$ cat src/core/pwr_mode_pkg.sv
// Constants shared by the reader power and mode controller.
// Assumes a 100 MHz system clock and control bits handed in as plain ports.
package pwr_mode_pkg;
    // Operation control word layout
    localparam int          OPC_W         = 8;
    localparam int          OPC_EN_BIT    = 7;
    localparam int          OPC_RX_BIT    = 6;
    localparam int          OPC_TX_BIT    = 3;
    localparam int          OPC_WU_BIT    = 2;
    localparam logic [7:0]  OPC_RESET     = 8'h00;
    localparam logic [7:0]  OPC_WU_ONLY   = 8'h04;
    // Voltage and measurement widths
    localparam int          MV_W          = 12;
    localparam int          MEAS_W        = 8;
    localparam logic [11:0] REG_DROP_MV   = 12'h0fa;   // 250 mV below supply
    localparam logic [11:0] REG_MV_RESET  = 12'h000;
    localparam logic [7:0]  CAP_REF_RESET = 8'h00;
    // Load settle time before sampling the supply
    localparam int          CLK_PERIOD_NS  = 10;
    localparam int          LOAD_SETTLE_NS = 1000;
    localparam int          LOAD_SETTLE_CYC = (LOAD_SETTLE_NS + CLK_PERIOD_NS - 1) / CLK_PERIOD_NS;
    localparam logic [7:0]  LOAD_CNT_LAST = 8'(LOAD_SETTLE_CYC - 1);
    // Wake-up timer
    localparam int          WU_PER_W      = 8;
    // Controller clock divider
    localparam logic [2:0]  DIV_RESET     = 3'h0;
    // Operating modes and regulator adjust states
    typedef enum logic [1:0] {MODE_PWRDN, MODE_READY, MODE_WAKEUP} op_mode_t;
    typedef enum logic [0:0] {ADJ_IDLE, ADJ_LOAD} adj_state_t;
endpackage

$ cat src/core/wake_if.sv
// Link between the mode controller and its wake-up timer.
// Assumes both ends share clk_sys.
`timescale 1ns/100ps
`default_nettype none
interface wake_if;
    logic       run;      // Timer armed (wake-up mode)
    logic [7:0] period;   // RC ticks between measurements, minus one
    logic       tick;     // One-cycle measurement request
    modport ctrl  (output run, output period, input tick);
    modport timer (input run, input period, output tick);
endinterface
`default_nettype wire

$ cat src/core/reader_power_mode_control.sv
// Operating mode, oscillator, regulator and low-power detect control.
// Assumes all inputs synchronous to clk_sys; analog results arrive as ports.
// How it works
// - Reset clears control word, power-down mode
// - Control writes accepted in power-down too
// - Enable bit 7 runs oscillator, regulators
// - Pulse interrupt once oscillator is stable
// - Boost gain until amplitude criterion met
// - High bit rate demands higher crystal
// - Controller clock output, divider selected
// - Receiver and transmitter enables independent
// - Wake bit alone enters wake-up mode
// - Measurement differing from reference interrupts
// - Capacitive reference stored, threshold compare
// - Adjust command sets supply minus 250mV
// - Regulated voltage also directly writable
// - Peer and collision field thresholds
// - Reset at power-up and supply low
`timescale 1ns/100ps
`default_nettype none
module reader_power_mode_control
    import pwr_mode_pkg::*;
(
    input  wire logic              clk_sys,
    input  wire logic              nrst,
    input  wire logic              supply_low,
    input  wire logic              opc_wr,
    input  wire logic [OPC_W-1:0]  opc_wdata,
    input  wire logic              osc_amp_ok,
    input  wire logic              xtal_27m,
    input  wire logic              very_high_bit_rate,
    input  wire logic [1:0]        mcu_clk_sel,
    input  wire logic              reg_adjust_cmd,
    input  wire logic              reg_wr,
    input  wire logic [MV_W-1:0]   reg_wdata,
    input  wire logic [MV_W-1:0]   vdd_mv,
    input  wire logic              rc_tick,
    input  wire logic [WU_PER_W-1:0] wake_period,
    input  wire logic              meas_done,
    input  wire logic              cap_cal_cmd,
    input  wire logic [MEAS_W-1:0] cap_val,
    input  wire logic [MEAS_W-1:0] cap_thr,
    input  wire logic [MEAS_W-1:0] phase_val,
    input  wire logic [MEAS_W-1:0] phase_ref,
    input  wire logic [MEAS_W-1:0] amp_val,
    input  wire logic [MEAS_W-1:0] amp_ref,
    input  wire logic [MEAS_W-1:0] delta_thr,
    input  wire logic [MEAS_W-1:0] field_level,
    input  wire logic [MEAS_W-1:0] peer_thr,
    input  wire logic [MEAS_W-1:0] coll_thr,
    output logic                   por_rst_r,
    output logic [OPC_W-1:0]       opc_r,
    output op_mode_t               mode_r,
    output logic                   osc_on_r,
    output logic                   reg_on_r,
    output logic                   gm_boost_r,
    output logic                   osc_stable_r,
    output logic                   irq_osc_r,
    output logic                   xtal_err_r,
    output logic                   mcu_clk_r,
    output logic                   rx_on_r,
    output logic                   tx_on_r,
    output logic                   load_max_r,
    output logic [MV_W-1:0]        reg_mv_r,
    output logic                   meas_req_r,
    output logic [MEAS_W-1:0]      cap_ref_r,
    output logic                   irq_wake_r,
    output logic                   peer_det_r,
    output logic                   coll_det_r
);
    op_mode_t    mode_nxt;     // Mode decoded from control word
    adj_state_t  adj_r;        // Regulator adjust state
    logic [7:0]  load_cnt_r;   // Settle counter under max load
    logic [2:0]  div_r;        // Controller clock divider
    logic        stable_d_r;   // Previous stable flag
    logic        cap_hit;      // Capacitive threshold exceeded
    logic        phase_hit;    // Phase differs from reference
    logic        amp_hit;      // Amplitude differs from reference
    logic [MEAS_W:0] cap_lim;  // Reference plus threshold
    wake_if      wk ();        // Link to wake-up timer

    // Brown-out flag, held at power-up
    always_ff @(posedge clk_sys or negedge nrst) begin
        if (!nrst) begin
            por_rst_r <= 1'b1;
        end else begin
            por_rst_r <= supply_low;
        end
    end

    // Control word; writes allowed in every mode
    always_ff @(posedge clk_sys or negedge nrst) begin
        if (!nrst) begin
            opc_r <= OPC_RESET;
        end else if (supply_low) begin
            opc_r <= OPC_RESET;
        end else if (opc_wr) begin
            opc_r <= opc_wdata;
        end
    end

    // Mode decode
    always_comb begin
        if (opc_r[OPC_EN_BIT]) begin
            mode_nxt = MODE_READY;
        end else if (opc_r == OPC_WU_ONLY) begin
            mode_nxt = MODE_WAKEUP;
        end else begin
            mode_nxt = MODE_PWRDN;
        end
    end

    // Mode register
    always_ff @(posedge clk_sys or negedge nrst) begin
        if (!nrst) begin
            mode_r <= MODE_PWRDN;
        end else begin
            mode_r <= mode_nxt;
        end
    end

    // Oscillator and regulators follow the enable bit
    always_ff @(posedge clk_sys or negedge nrst) begin
        if (!nrst) begin
            osc_on_r <= 1'b0;
            reg_on_r <= 1'b0;
        end else begin
            osc_on_r <= opc_r[OPC_EN_BIT];
            reg_on_r <= opc_r[OPC_EN_BIT];
        end
    end

    // Start-up: boosted gain until amplitude is good
    always_ff @(posedge clk_sys or negedge nrst) begin
        if (!nrst) begin
            osc_stable_r <= 1'b0;
            gm_boost_r   <= 1'b0;
        end else if (!osc_on_r) begin
            osc_stable_r <= 1'b0;
            gm_boost_r   <= 1'b0;
        end else if (osc_amp_ok) begin
            osc_stable_r <= 1'b1;
            gm_boost_r   <= 1'b0;
        end else begin
            gm_boost_r   <= !osc_stable_r;
        end
    end

    // Stable interrupt on rising edge
    always_ff @(posedge clk_sys or negedge nrst) begin
        if (!nrst) begin
            stable_d_r <= 1'b0;
            irq_osc_r  <= 1'b0;
        end else begin
            stable_d_r <= osc_stable_r;
            irq_osc_r  <= osc_stable_r && !stable_d_r;
        end
    end

    // Crystal check for high bit rate framing
    always_ff @(posedge clk_sys or negedge nrst) begin
        if (!nrst) begin
            xtal_err_r <= 1'b0;
        end else begin
            xtal_err_r <= very_high_bit_rate && !xtal_27m;
        end
    end

    // Controller clock: off, or clk divided by 2, 4, 8
    always_ff @(posedge clk_sys or negedge nrst) begin
        if (!nrst) begin
            div_r     <= DIV_RESET;
            mcu_clk_r <= 1'b0;
        end else if (!osc_stable_r || mcu_clk_sel == 2'h0) begin
            div_r     <= DIV_RESET;
            mcu_clk_r <= 1'b0;
        end else begin
            div_r     <= div_r + 3'h1;
            case (mcu_clk_sel)
                2'h1:    mcu_clk_r <= div_r[0];
                2'h2:    mcu_clk_r <= div_r[1];
                default: mcu_clk_r <= div_r[2];
            endcase
        end
    end

    // Separate receiver and transmitter enables
    always_ff @(posedge clk_sys or negedge nrst) begin
        if (!nrst) begin
            rx_on_r <= 1'b0;
            tx_on_r <= 1'b0;
        end else begin
            rx_on_r <= reg_on_r && opc_r[OPC_RX_BIT];
            // Field only once the clock is stable and crystal fits
            tx_on_r <= osc_stable_r && opc_r[OPC_TX_BIT] && !xtal_err_r;
        end
    end

    // Regulator voltage: adjust under load or direct write
    always_ff @(posedge clk_sys or negedge nrst) begin
        if (!nrst) begin
            adj_r      <= ADJ_IDLE;
            load_cnt_r <= '0;
            load_max_r <= 1'b0;
            reg_mv_r   <= REG_MV_RESET;
        end else begin
            case (adj_r)
                ADJ_IDLE: begin
                    if (reg_adjust_cmd && reg_on_r) begin
                        adj_r      <= ADJ_LOAD;
                        load_cnt_r <= '0;
                        load_max_r <= 1'b1;
                    end else if (reg_wr) begin
                        reg_mv_r   <= reg_wdata;
                    end
                end
                ADJ_LOAD: begin
                    if (!reg_on_r) begin
                        adj_r      <= ADJ_IDLE;   // Aborted by power-down
                        load_max_r <= 1'b0;
                    end else if (load_cnt_r == LOAD_CNT_LAST) begin
                        adj_r      <= ADJ_IDLE;
                        load_max_r <= 1'b0;
                        reg_mv_r   <= (vdd_mv > REG_DROP_MV) ? vdd_mv - REG_DROP_MV
                                                             : REG_MV_RESET;
                    end else begin
                        load_cnt_r <= load_cnt_r + 8'h01;
                    end
                end
                default: adj_r <= ADJ_IDLE;
            endcase
        end
    end

    // Wake-up timer runs only in wake-up mode
    assign wk.run    = (mode_r == MODE_WAKEUP);
    assign wk.period = wake_period;

    wakeup_timer u_timer (
        .clk_sys (clk_sys),
        .nrst    (nrst),
        .rc_tick (rc_tick),
        .wk      (wk)
    );

    // Measurement request per timer tick
    always_ff @(posedge clk_sys or negedge nrst) begin
        if (!nrst) begin
            meas_req_r <= 1'b0;
        end else begin
            meas_req_r <= wk.tick;
        end
    end

    // Capacitive reference captured on calibration
    always_ff @(posedge clk_sys or negedge nrst) begin
        if (!nrst) begin
            cap_ref_r <= CAP_REF_RESET;
        end else if (cap_cal_cmd && meas_done) begin
            cap_ref_r <= cap_val;
        end
    end

    // Compare results against references
    assign cap_lim   = {1'b0, cap_ref_r} + {1'b0, cap_thr};
    assign cap_hit   = {1'b0, cap_val} > cap_lim;
    assign phase_hit = ((phase_val > phase_ref) ? phase_val - phase_ref
                                                : phase_ref - phase_val) > delta_thr;
    assign amp_hit   = ((amp_val > amp_ref) ? amp_val - amp_ref
                                            : amp_ref - amp_val) > delta_thr;

    // Presence interrupt in wake-up mode
    always_ff @(posedge clk_sys or negedge nrst) begin
        if (!nrst) begin
            irq_wake_r <= 1'b0;
        end else begin
            irq_wake_r <= (mode_r == MODE_WAKEUP) && meas_done && !cap_cal_cmd
                          && (cap_hit || phase_hit || amp_hit);
        end
    end

    // External field detector, both thresholds
    always_ff @(posedge clk_sys or negedge nrst) begin
        if (!nrst) begin
            peer_det_r <= 1'b0;
            coll_det_r <= 1'b0;
        end else begin
            peer_det_r <= field_level > peer_thr;
            coll_det_r <= field_level > coll_thr;
        end
    end
endmodule
`default_nettype wire

$ cat src/core/wakeup_timer.sv
// Wake-up timer counting low-power RC oscillator ticks.
// Assumes rc_tick is a one-cycle pulse synchronous to clk_sys.
`timescale 1ns/100ps
`default_nettype none
module wakeup_timer
    import pwr_mode_pkg::*;
(
    input  wire logic clk_sys,
    input  wire logic nrst,
    input  wire logic rc_tick,
    wake_if.timer     wk
);
    logic [WU_PER_W-1:0] cnt_r;   // RC ticks seen this period
    logic                tick_r;  // Registered request

    // Count RC ticks while armed, request on period end
    always_ff @(posedge clk_sys or negedge nrst) begin
        if (!nrst) begin
            cnt_r  <= '0;
            tick_r <= 1'b0;
        end else if (!wk.run) begin
            cnt_r  <= '0;
            tick_r <= 1'b0;
        end else if (rc_tick && cnt_r >= wk.period) begin
            cnt_r  <= '0;   // Period reached
            tick_r <= 1'b1;
        end else begin
            cnt_r  <= rc_tick ? cnt_r + 1'b1 : cnt_r;
            tick_r <= 1'b0;
        end
    end

    assign wk.tick = tick_r;
endmodule
`default_nettype wire

$ cat config.mk
export PLATFORM = sky130hd
export DESIGN_NAME = reader_power_mode_control
export DESIGN_NICKNAME = d
export VERILOG_FILES = /design/src/core/pwr_mode_pkg.sv /design/src/core/wake_if.sv /design/src/core/reader_power_mode_control.sv /design/src/core/wakeup_timer.sv
export SDC_FILE = /design/constraint.sdc
export NUM_CORES = 1
export LEC_CHECK = 0
export ABC_CLOCK_PERIOD_IN_PS = 4100
export BUFFER_PORTS_ARGS = -buffer_cell sky130_fd_sc_hd__buf_4
export CORE_AREA = 2 2 155 157
export CTS_CLUSTER_DIAMETER = 60
export DETAILED_ROUTE_END_ITERATION = 16
export DIE_AREA = 0 0 157 159
export SYNTH_ARGS = -nofsm -noshare
export SYNTH_HDL_FRONTEND = slang
export SYNTH_SLANG_ARGS = --single-unit
$ cat constraint.sdc
create_clock -name clk_sys -period 4.1 [get_ports clk_sys]
set_clock_uncertainty 0.2 [all_clocks]
set_input_delay 0.41 -clock clk_sys [delete_from_list [all_inputs] [get_ports clk_sys]]
set_output_delay 0.41 -clock clk_sys [all_outputs]
set_load 0.02 [all_outputs]
## Word-level counts from Yosys, hierarchy flattened

Cells that the tools add are included.

| storage, ports and cells | value |
|---|---|
| bits in registers | 66 |
| input bits | 134 |

| operators by class | value |
|---|---|
| $add $sub $neg | 9 |
| $lt $le $gt $ge | 9 |
| equal/unequal tests | 14 |
| multiplexer cells | 36 |
| bitwise operators | 1 |
| reduce and logical (&&, ||, !) cells | 24 |

Operators with widths:

| operator | number |
|---|---|
| two-way mux 8 bit | 10 |
| two-way mux 12 bit | 5 |
| > comparator 8 bit | 6 |
| subtractor 8 bit | 4 |
| one-hot mux 12 bit (2 select lines) | 1 |
| adder 8 x 1 -> 8 bit, second input constant | 2 |
| one-hot mux 8 bit (2 select lines) | 1 |
| two-way mux 1 bit | 13 |
| > comparator 12 x 8 -> 1 bit, second input constant | 1 |
| != test 2 bit, second input constant | 6 |
| subtractor 12 x 8 -> 12 bit, second input constant | 1 |
| logical AND 1 bit | 11 |
| adder 8 x 8 -> 9 bit | 1 |
| > comparator 8 x 9 -> 1 bit | 1 |
| equality test 8 x 3 -> 1 bit, second input constant | 1 |
| equality test 8 x 7 -> 1 bit, second input constant | 1 |
| >= comparator 8 bit | 1 |
| one-hot mux 1 bit (2 select lines) | 3 |
| logical NOT 1 bit | 5 |
| equality test 2 bit, second input constant | 2 |
| two-way mux 2 bit | 2 |
| AND reduction 4 bit | 1 |
| adder 3 x 1 -> 3 bit, second input constant | 1 |
| logical OR 1 bit | 3 |
| other kinds (10) | 10 |

## Logic depth before layout (Yosys ltp)

Gate-level depths: netlist of the first run.

| depth | value |
|---|---|
| depth after elaboration | 6 |
| mapped depth | 16 |
| gate-level depth less buffers | 16 |

## By module

From an unflattened synthesis of the first run, not the netlist that was laid out.

| second synthesis, totals | value |
|---|---|
| cell total of the unflattened synthesis | 641 |
| area, all modules | 5825.6 um^2 |

By module, submodules not included:

| module | instances | cells each | area an instance (um^2) |
|---|---|---|---|
| reader_power_mode_control | 1 | 561 | 5136.2 |
| wakeup_timer | 1 | 80 | 689.4 |

## Worst setup path after synthesis of the first run

No wires, ideal clock.

| path | value |
|---|---|
| kind | input -> register |
| start | input port phase_val[5] |
| end | register irq_wake_r |
| library setup time | 130 ps |
| data arrival time | 2923 ps |
| required time | 3770 ps |
| slack | 847 ps |
| stages | 14 |
| cell sequence | inv_1 ha_1 a211o_1 a21oi_4 o2bb2ai_4 mux2_2 a21oi_1 o21ai_1 xor2_1 ha_1 o21a_1 o22ai_1 a21o_1 a31oi_1 |

| on the way | value |
|---|---|
| cells in the longest elaborated chain, start to end | 6 |
| elaborated cells between the ends (all ways) | 8 |
| classes of those cells | add/sub: 2; order compare: 2; mux: 1; reduce/logical: 3 |

RTL lines:

| element | line | text |
|---|---|---|
| from (decl) | reader_power_mode_control.sv:43 | `input wire logic [MEAS_W-1:0] phase_val,` |
| subtractor 8 bit (tied with other cells) | reader_power_mode_control.sv:268 | `: phase_ref - phase_val) > delta_thr;` |
| two-way mux 8 bit * | reader_power_mode_control.sv:267 | `assign phase_hit = ((phase_val > phase_ref) ? phase_val - phase_ref` |
| > comparator 8 bit * | reader_power_mode_control.sv:268 |  |
| logical OR 1 bit * (2 in series) | reader_power_mode_control.sv:278 | `&& (cap_hit \|\| phase_hit \|\| amp_hit);` |
| logical AND 1 bit * | reader_power_mode_control.sv:278 |  |
| to (signal assigned) | reader_power_mode_control.sv:277 | `irq_wake_r <= (mode_r == MODE_WAKEUP) && meas_done && !cap_cal_cmd` |
| to (decl) | reader_power_mode_control.sv:67 | `output logic irq_wake_r,` |

Mark *: on every way between the ends. The rest lies on a longest branch, timed or not.
A chain may end at the register's enable or synchronous reset.

## Worst setup path after layout of the first run

| path | value |
|---|---|
| start | register cap_ref_r[0] |
| end | register irq_wake_r |

| on the way | value |
|---|---|
| cells in the longest elaborated chain, start to end | 5 |

RTL lines:

| element | line | text |
|---|---|---|
| from (decl) | reader_power_mode_control.sv:66 | `output logic [MEAS_W-1:0] cap_ref_r,` |
| from (signal assigned) | reader_power_mode_control.sv:260 | `cap_ref_r <= cap_val;` |
| adder 8 x 8 -> 9 bit | reader_power_mode_control.sv:265 | `assign cap_lim = {1'b0, cap_ref_r} + {1'b0, cap_thr};` |
| > comparator 8 x 9 -> 1 bit | reader_power_mode_control.sv:266 | `assign cap_hit = {1'b0, cap_val} > cap_lim;` |
| logical OR 1 bit (2 in series) | reader_power_mode_control.sv:278 |  |
| logical AND 1 bit | reader_power_mode_control.sv:278 |  |

Every way passes these cells.

==> reports/metrics.yaml, run 1 <==
yosys:
  synth_area_leader_cell: "dfrtp_1"
  syn_area_mm2: 0.00577
  synth_edf_count: 0
  yosys_most_used_dff: "dfrtp_1"
  syn_inst: 630
  synth_warnings: 0
  synth_seq_area_share_pct: 28.2
  synth_area_leaders: "dfrtp_1 28%, ha_1 20%, inv_1 5.3%"
  async_reset_ff_share_pct: 100
  synth.avg_cell_area_um2: 9.16
  ys_seq_elements: 65
  ys_types: 59
  synth_top_area_share_pct: 27.7
  syn_nets: 862
route:
  num_vias: 5045
  postRouteAntennaNets: 0
  wl_per_cell_um: 13.3
  finalWirelength_um: 15000
  drcViolationCount: 0
  drt_pass1_iterations: 4
  drt_iter0_markers: 187
  viasPerCell: 4.45
final_layout:
  layout_common_cells: "181 x buf_4, 93 x ha_1, 81 x inv_1"
  final_common_cell: "buf_4"
  fillers: 2414
  drive_gt1_share_pct: 28.3
  area_delta_synth_final_pct: 35.0
  n_antenna_cell: 0
  fin_area_mm2: 0.00779
  num-nets-final: 1041
clock_network:
  cts_buffers: 9
  cts_htree_levels: 3
  cts_hold_buffers: 0
  clk_latency_ps: 330
  clkTransAtPathRegs_ps: 60
  cts_tree: "built"
  post_cts_buffers: 0
  cts.sinks: 65
  cts_root_buf: "clkbuf_16"
  post_cts_resize_count: 0
  cts_max_path_buffers: 2
placement:
  port-buffer-count: 178
  dp.final_hpwl_um: 12300
  place_area_mm2: 0.00746
  place_congestion: 0.852
die:
  die_w_um: 157
  boundaryPins: 179
  start_util_pct: 24.9
  core_region_area_mm2: 0.0232
  dieArea_mm2: 0.0250
  row_count: 56
  die_h_um: 159
global_routing:
  grt_max_degree: 66
  grt_usage_pct: 11.9
  grt_pass1_vias: 4879
  antenna_found_initial: 0
  grt_pass1_wl_um: 24000
  grt_overflow_total: 0
min_path:
  hold_path.class: "in -> async"
outcome:
  violations: "hold timing"
  status: "finished, violations left"
flow_run:
  drv_cap: 0
pwr:
  power_density_mw_per_mm2: 321
  peakVddDrop_mv: 0.207
  leakagePower_nw: 4.02
sta:
  setup_tns_ps: 0
  slew_violations: 0
  whs_ps: -1.87
  fin_crit_sh_pct: 79.0
  finalSetupViolCount: 0
  clock.fmax_ghz: 0.309
  rsz0062_at_grt: "no"
  timing_hold_violations_final: 2
  relSlewSlack_pct: 40.3
  period_needed_ps: 3240
  worst_slew_pin_slew_ps: 896
critical_path:
  cp_data_arrival_time_ps: 3240
  critical_path_class: "reg -> reg"
  crit_fanout: 3
  startpoint: "cap_ref_r[0]$_DFFE_PN0P_"
  endpoint_kind: "flip-flop"
  worst_setup_path_start_kind: "flip-flop"
  cp_data_required_time_ps: 4100
  reg2reg_from: "cap_ref_r[0]$_DFFE_PN0P_"
[path summary, 6_finish.rpt]
| check | cells after the start | endpoint | slack (ps) |
|---|---|---|---|
| min in group clk_sys | 2 | xtal_err_r$_DFF_PN0_ | 30 |
| min reg2reg | 0 | meas_req_r$_DFF_PN0_ | 150 |
| max in group asynchronous | 1 | div_r[1]$_DFF_PN0_ | 3110 |
| min | 1 | u_timer.cnt_r[0]$_DFFE_PN0P_ | -2 |
| max | 13 | irq_wake_r$_DFF_PN0_ | 860 |
| max reg2reg | 13 | irq_wake_r$_DFF_PN0_ | 860 |
[cell usage after synthesis, types with 3 or more instances]
cell	count
nand2b_1	9
buf_2	3
and2_1	3
nand2_1	31
o21ai_0	45
and3_1	7
nor3b_1	6
mux2_2	25
nand3_1	12
nor3_1	8
nor2b_1	12
and4_1	3
ha_1	93
a21oi_1	29
a211oi_1	8
mux2i_1	15
fa_1	5
dfrtp_1	64
o2bb2ai_1	13
clkbuf_1	5
nor2_1	32
o211ai_1	3
buf_4	4
or3_1	3
inv_1	81
xnor2_1	18
a21o_1	20
o21a_1	12
nand4_1	11
xor2_1	13
[registers in the layout, summed over array words and instances (netlist names), 2 cells and up]
signal,cells
load_cnt_r,8
cap_ref_r,8
reg_mv_r,12
u_timer.cnt_r,8
mode_r,2
div_r,3
opc_r,8
[area by class of cell]
class	count	area, um2	area share [%]
tap	319	399	5.12
clock buffer	9	225	2.89
clock inverter	7	103	1.32
multi-input combinational	470	3770	48.4
sequential	65	1630	20.9
inverter	82	308	3.95
timing repair buffer	181	1360	17.4
[layer usage]
| metal | vias to the layer above | share of wire [%] | track usage (%) |
|---|---|---|---|
| li1 | 2571 | - | - |
| met1 | 2316 | 45 | 15.6 |
| met2 | 146 | 47 | 19.8 |
| met3 | 12 | 5.9 | 1.96 |
| met4 | 0 | 1.5 | 4.25 |
| met5 | - | 0 | 0 |
[cell families (layout without fill, tap and decap cells)]
family	count (synthesis)	in the layout	share of synthesized area, %
fa+ha+maj	98	98	21.9
simple gates	144	144	13.0
buf+inv	95	279	6.50
mux	41	41	7.67
xor+xnor	31	31	4.70
flops	65	65	28.2
compound gates	156	156	18.1
[report_power, final]
part | internal [mW] | switching (mW)
Sequential | 0.700 | 0.0488
Combinational | 0.450 | 0.448
Clock | 0.540 | 0.316
[metrics by stage]
| stage | total power, mW | hold WS, ps | setup WS, ps | cells | util [%] |
|---|---|---|---|---|---|
| after floorplan | 1.33 | -85.6 | 847 | 630 | - |
| after global placement | 1.65 | 135 | 580 | 1117 | 32.2 |
| after detailed placement | 1.66 | 137 | 559 | 1117 | 32.2 |
| after CTS | 2.55 | 13.1 | 815 | 1133 | 33.6 |
| after global routing | 2.68 | 21.4 | 666 | 1133 | 33.6 |
| final | 2.50 | -1.87 | 862 | 1133 | 33.6 |
[critical path: stages, from the launching register on]
cell and delay, ps:
dfrtp_1 410, ha_1 220, fa_1 400, a21o_1 170
a21oi_1 210, nor2b_1 90, o21ai_0 150, nand2b_1 90
xnor2_1 130, ha_1 300, a211oi_1 240, a21oi_1 100
o221ai_1 270, a31oi_1 120
(Power assumes the default switching activity.)
==> run 2, diff against run 1 <==
Settings changed: ABC_CLOCK_PERIOD_IN_PS 4100 to 2650.
Clock period 4.1 ns to 2.65 ns, I/O delays scaled along.
==> run 2 against run 1 <==
  * The flow finishes with violations (setup timing)
  * Critical path depth is 4 higher
  * Wire length rose by 5.4%
  * Final cell count increased by 8.3%
  * Global-route usage grew 0.91 points
  * Clock power increased by 54%
  * First-iteration DRC count down 20%
  * Combinational power rose by 85%
  * Via count is 6.7% higher
  * Die area unchanged
  * Non-clock buffer count up 94
  * Core utilization increased by 3.7 points
  * Critical endpoint unchanged
  * Largest power group unchanged
==> reports/metrics.yaml, run 2 (same netlist as run 1, synthesis figures left out) <==
outcome:
  status: "finished, violations left"
  violations: "setup timing"
sta:
  fin_crit_sh_pct: 111
  period_needed_ps: 2940
  finalSetupViolCount: 1
  rsz0062_at_grt: "yes"
  whs_ps: 18.7
  clock.fmax_ghz: 0.340
  setup_ws_ps: -290
  worst_slew_pin_slew_ps: 886
  slew_violations: 0
  relSlewSlack_pct: 40.9
  timing_hold_violations_final: 0
route:
  wl_per_cell_um: 12.9
  drt_pass1_iterations: 4
  finalWirelength_um: 15800
  viasPerCell: 4.39
  postRouteAntennaNets: 0
  drt_iter0_markers: 150
  drcViolationCount: 0
  num_vias: 5382
placement:
  port-buffer-count: 178
  place_congestion: 0.812
  placed_cells: 1186
  dp.final_hpwl_um: 13000
critical_path:
  crit_fanout: 3
  slowest_delay_ps: 380
  endpoint_kind: "flip-flop"
  cpMaxStageDelayCell: "fa_1"
  reg2reg_from: "cap_ref_r[0]$_DFFE_PN0P_"
  startpoint: "amp_val[0]"
  critPathBufInv: 3
  cp_cell_sequence: "buf_4, inv_1, ha_1, inv_1, fa_1, nand3_1, a21boi_1, or2_2, o221ai_2, a21boi_1, o21ai_1, xor2_1, ha_1, o21a_1, o22ai_1, a21o_1, a31oi_1"
  worst_setup_path_start_kind: "primary input"
  cp_data_required_time_ps: 2660
  critical_path_class: "in -> reg"
  cp_data_arrival_time_ps: 2950
  cp_top_family: "compound AO/OA/AOI/OAI gates"
clock_network:
  cts_root_buf: "clkbuf_16"
  cts_max_path_buffers: 2
  cts_tree: "built"
  clk_latency_ps: 330
  cts.sinks: 65
  cts_buffers: 9
  clkTransAtPathRegs_ps: 60
  cts_htree_levels: 3
flow_run:
  drv_cap: 0
pwr:
  power_density_mw_per_mm2: 478
  internal_power_mw: 2.81
  peakVddDrop_mv: 0.329
  leakagePower_nw: 4.47
  switching_share_pct: 32.1
  clkPwrFrac_pct: 31.8
  pwr-share-seq_pct: 28.0
  combPwrFrac_pct: 40.1
  p_sw_mw: 1.33
final_layout:
  n_antenna_cell: 0
  area_delta_synth_final_pct: 49.8
  layout_common_cells: "252 x buf_4, 91 x ha_1, 80 x inv_1"
  instances_no_fill: 1227
  largest_register_ffs: 12
  regMostFlops: "reg_mv_r"
  drive_gt1_share_pct: 35.5
  final_common_cell: "buf_4"
  num-nets-final: 1135
global_routing:
  grt_usage_pct: 12.9
  grt_max_degree: 66
  grt_pass1_wl_um: 25900
  grt_pass1_vias: 5491
  grt_overflow_total: 0
  antenna_found_initial: 0
die:
  start_util_pct: 24.9
  dieArea_mm2: 0.0250
  die_h_um: 159
  core_region_area_mm2: 0.0232
  boundaryPins: 179
  die_w_um: 157
  row_count: 56
min_path:
  hold_path.class: "in -> reg"
  hold_start: "cap_val[0]"
==> run 2: cell types whose count changed in the layout (fill, tap and decap cells not counted), moves of 4 or more <==
| cell | before | now |
|---|---|---|
| o21ai_2 | 1 | 5 |
| dlygate4sd3_1 | 0 | 23 |
| buf_4 | 181 | 252 |
| a21oi_1 | 29 | 25 |
| o21ai_0 | 45 | 39 |
| a21oi_2 | 0 | 4 |
==> run 2: routing by layer <==
metal	up-vias	wire length, um	part of all wire, %	global-route usage, %
met4	0	209	1.3	4.13
met2	146	7600	48	22.5
met5	-	0	0	0
met3	11	895	5.6	2.50
met1	2456	7140	45	15.7
li1	2769	-	-	-
==> run 2: power by group through the flow <==
stage          combinational (mW)  clock, mW  sequential (mW)
6_report                     1.66       1.32             1.16
5_1_grt                      1.85       1.41             1.17
4_1_cts                      1.66       1.36             1.16
3_5_place_dp                 1.59          0             1.17
3_3_place_gp                 1.57          0             1.17
2_1_floorplan               0.821          0             1.25
==> run 2: tightest hold or removal path, delay by kind of cell <==
family / cells / cell delay, ps
buffers and inverters: 2 / 170
AO/OA/AOI/OAI: 1 / 80
==> run 2: through the flow <==
| step | setup TNS, ps | util (%) | worst slack (ps) | power [mW] | area [um2] |
|---|---|---|---|---|---|
| 3_3_place_gp | -710 | 34.6 | -591 | 2.74 | 8020 |
| 3_5_place_dp | -755 | 34.6 | -634 | 2.76 | 8020 |
| 4_1_cts | -320 | 37.2 | -320 | 4.18 | 8630 |
| 2_1_floorplan | -328 | - | -328 | 2.07 | 5820 |
| 5_1_grt | -430 | 37.3 | -430 | 4.44 | 8650 |
| 6_report | -290 | 37.3 | -290 | 4.13 | 8650 |
==> run 2: area by class of cell <==
type                            count  area [um2]
Clock buffer                        9         225
Tap cell                          319         399
Sequential cell                    65        1630
Multi-Input combinational cell    470        3870
Timing Repair Buffer              275        2120
Fill cell                        2339       14500
Inverter                           82         308
Clock inverter                      7         100
==> run 2: worst paths after layout <==
check / endpoint / slack [ps] / depth (start not counted)
setup / recovery: irq_wake_r$_DFF_PN0_ / -290 / 17
max in group asynchronous: cap_ref_r[0]$_DFFE_PN0P_ / 1260 / 2
min in group asynchronous: u_timer.cnt_r[0]$_DFFE_PN0P_ / 380 / 2
setup reg to reg: irq_wake_r$_DFF_PN0_ / -250 / 14
hold / removal: cap_ref_r[0]$_DFFE_PN0P_ / 20 / 3
hold reg to reg: meas_req_r$_DFF_PN0_ / 150 / 0
==> run 2: what timing repair did <==
item	CTS	global route
pin swaps	6	3
setup buffers	2	0
endpoints found under the hold margin	85	0
endpoints found under the setup margin	4	2
hold buffers	23	0
resized for setup	11	7
==> run 3, diff against run 2 <==
Settings changed: CORE_AREA 2 2 155 157 to 2 2 128 192, DIE_AREA 0 0 157 159 to 0 0 130 194.
==> run 3 against run 2 <==
  * First-iteration DRC count fell by 33%
  * Final cell count decreased by 0.57%
  * Largest cell class unchanged
  * Via count is 1.9% higher
  * Worst setup slack lost 2.1 ps
  * The run still ends with setup timing left
  * Count of clock-buffer cells in the layout grew 1
==> reports/metrics.yaml, run 3 (same netlist as run 1, synthesis figures left out) <==
critical_path:
  startpoint: "phase_val[0]"
  reg2reg_depth: 13
  critPathCapture: "irq_wake_r$_DFF_PN0_"
  critical_path_class: "in -> reg"
  endpoint_kind: "flip-flop"
  rrSetupSlack_ps: -280
  cp_data_arrival_time_ps: 2940
  reg2reg_from: "cap_ref_r[0]$_DFFE_PN0P_"
  worst_setup_path_start_kind: "primary input"
  r2r_end: "irq_wake_r$_DFF_PN0_"
  cp_data_required_time_ps: 2650
  crit_fanout: 6
pwr:
  p_sw_mw: 1.32
  finalPower_mw: 3.90
  internal_power_mw: 2.58
  clkPwrFrac_pct: 28.2
  combPwrFrac_pct: 42.0
  switching_share_pct: 33.7
  power_density_mw_per_mm2: 457
  peakVddDrop_mv: 0.351
  leakagePower_nw: 4.41
  pwr-share-seq_pct: 29.7
route:
  postRouteAntennaNets: 0
  viasPerCell: 4.49
  wl_per_cell_um: 14.1
  finalWirelength_um: 17200
  drt_pass1_iterations: 4
  drcViolationCount: 0
  num_vias: 5482
  drt_iter0_markers: 100
final_layout:
  fin_area_mm2: 0.00854
  final_common_cell: "buf_4"
  largest_register_ffs: 12
  n_antenna_cell: 0
  num-nets-final: 1128
  instances_no_fill: 1220
  area_delta_synth_final_pct: 48.0
  layout_common_cells: "246 x buf_4, 91 x ha_1, 80 x inv_1"
  fin_util_pct: 36.2
  regMostFlops: "reg_mv_r"
  drive_gt1_share_pct: 34.9
global_routing:
  grt_max_degree: 66
  grt_usage_pct: 13.8
  grt_pass1_vias: 5733
  grt_pass1_wl_um: 27500
  grt_overflow_total: 0
  antenna_found_initial: 0
die:
  die_w_um: 130
  row_count: 69
  dieArea_mm2: 0.0252
  core_region_area_mm2: 0.0236
  start_util_pct: 24.5
  boundaryPins: 179
  die_h_um: 194
clock_network:
  cts_htree_levels: 3
  cts_buffers: 9
  cts_tree: "built"
  cts.sinks: 65
  clkTransAtPathRegs_ps: 50
  clk_latency_ps: 330
  cts_root_buf: "clkbuf_16"
  cts_max_path_buffers: 2
placement:
  place_area_mm2: 0.00797
  place_congestion: 0.823
  port-buffer-count: 178
  placed_cells: 1179
  dp.final_hpwl_um: 14300
  dp_slack_ps: -636
sta:
  clock.fmax_ghz: 0.340
  fin_crit_sh_pct: 111
  slew_violations: 0
  relSlewSlack_pct: 42.4
  period_needed_ps: 2940
  timing_hold_violations_final: 0
  worst_slew_pin_slew_ps: 863
  setup_ws_ps: -292
  setup_tns_ps: -292
  whs_ps: 26.2
  rsz0062_at_grt: "yes"
  finalSetupViolCount: 1
outcome:
  violations: "setup timing"
  status: "finished, violations left"
flow_run:
  drv_cap: 0
min_path:
  hold_start: "meas_done"
  hold_path.class: "in -> reg"
-- run 3: changes by cell type in the layout (fill, tap and decap cells not counted), sizes merged --
cell	delta
clkbuf	+1
clkinvlp	+1
buf	-5
inv	-2
dlygate4sd3	-2
clkinv	+2
bufinv	-2
-- run 3: cell type report --
class                           instances  area [um2]
Fill cell                            2422       15000
Clock inverter                          6        43.8
Timing Repair Buffer                  268        2070
Sequential cell                        65        1630
Multi-Input combinational cell        470        3860
Tap cell                              319         399
Inverter                               82         308
Clock buffer                           10         229
-- run 3: worst min-delay path by stage --
stage / depth (start not counted) / slack [ps] / endpoint
after floorplan: 0 / -230 / adj_r$_DFF_PN0_
after global placement: 0 / 170 / meas_req_r$_DFF_PN0_
after detailed placement: 0 / 160 / meas_req_r$_DFF_PN0_
after CTS: 3 / 3 / irq_wake_r$_DFF_PN0_
after global routing: 3 / 10 / irq_wake_r$_DFF_PN0_
final: 3 / 30 / irq_wake_r$_DFF_PN0_
-- run 3: worst max-delay path: stages --
cell and delay (ps):
buf_4 110, inv_1 40, ha_1 140, inv_1 60
fa_2 340, nand3_1 90, a21o_1 150, o2bb2ai_4 180
buf_6 150, mux2_2 340, ha_1 290, a21o_1 200
a21oi_2 140, o21ai_1 100, o21ai_1 120, a21o_1 130
a31oi_1 70
-- run 3: power groups by stage --
stage / combinational (mW) / clock [mW] / sequential (mW)
after floorplan: 0.821 / 0 / 1.25
final: 1.64 / 1.10 / 1.16
after detailed placement: 1.58 / 0 / 1.18
after global placement: 1.56 / 0 / 1.17
after global routing: 1.83 / 1.21 / 1.17
after CTS: 1.64 / 1.16 / 1.16
-- run 3: what timing repair did --
item | CTS | global route
setup endpoints to repair | 1 | 9
setup buffers | 3 | 1
hold buffers | 21 | 0
pin swaps | 10 | 3
gates resized for setup | 13 | 6
gates cloned | 0 | 0
endpoints found under the hold margin | 84 | 0
-- run 3: per-layer routing --
metal  GRT usage [%]  wire length, um
met5               0                0
met4            3.15              223
met3            3.09              905
met2            27.3             9690
met1            14.3             6430
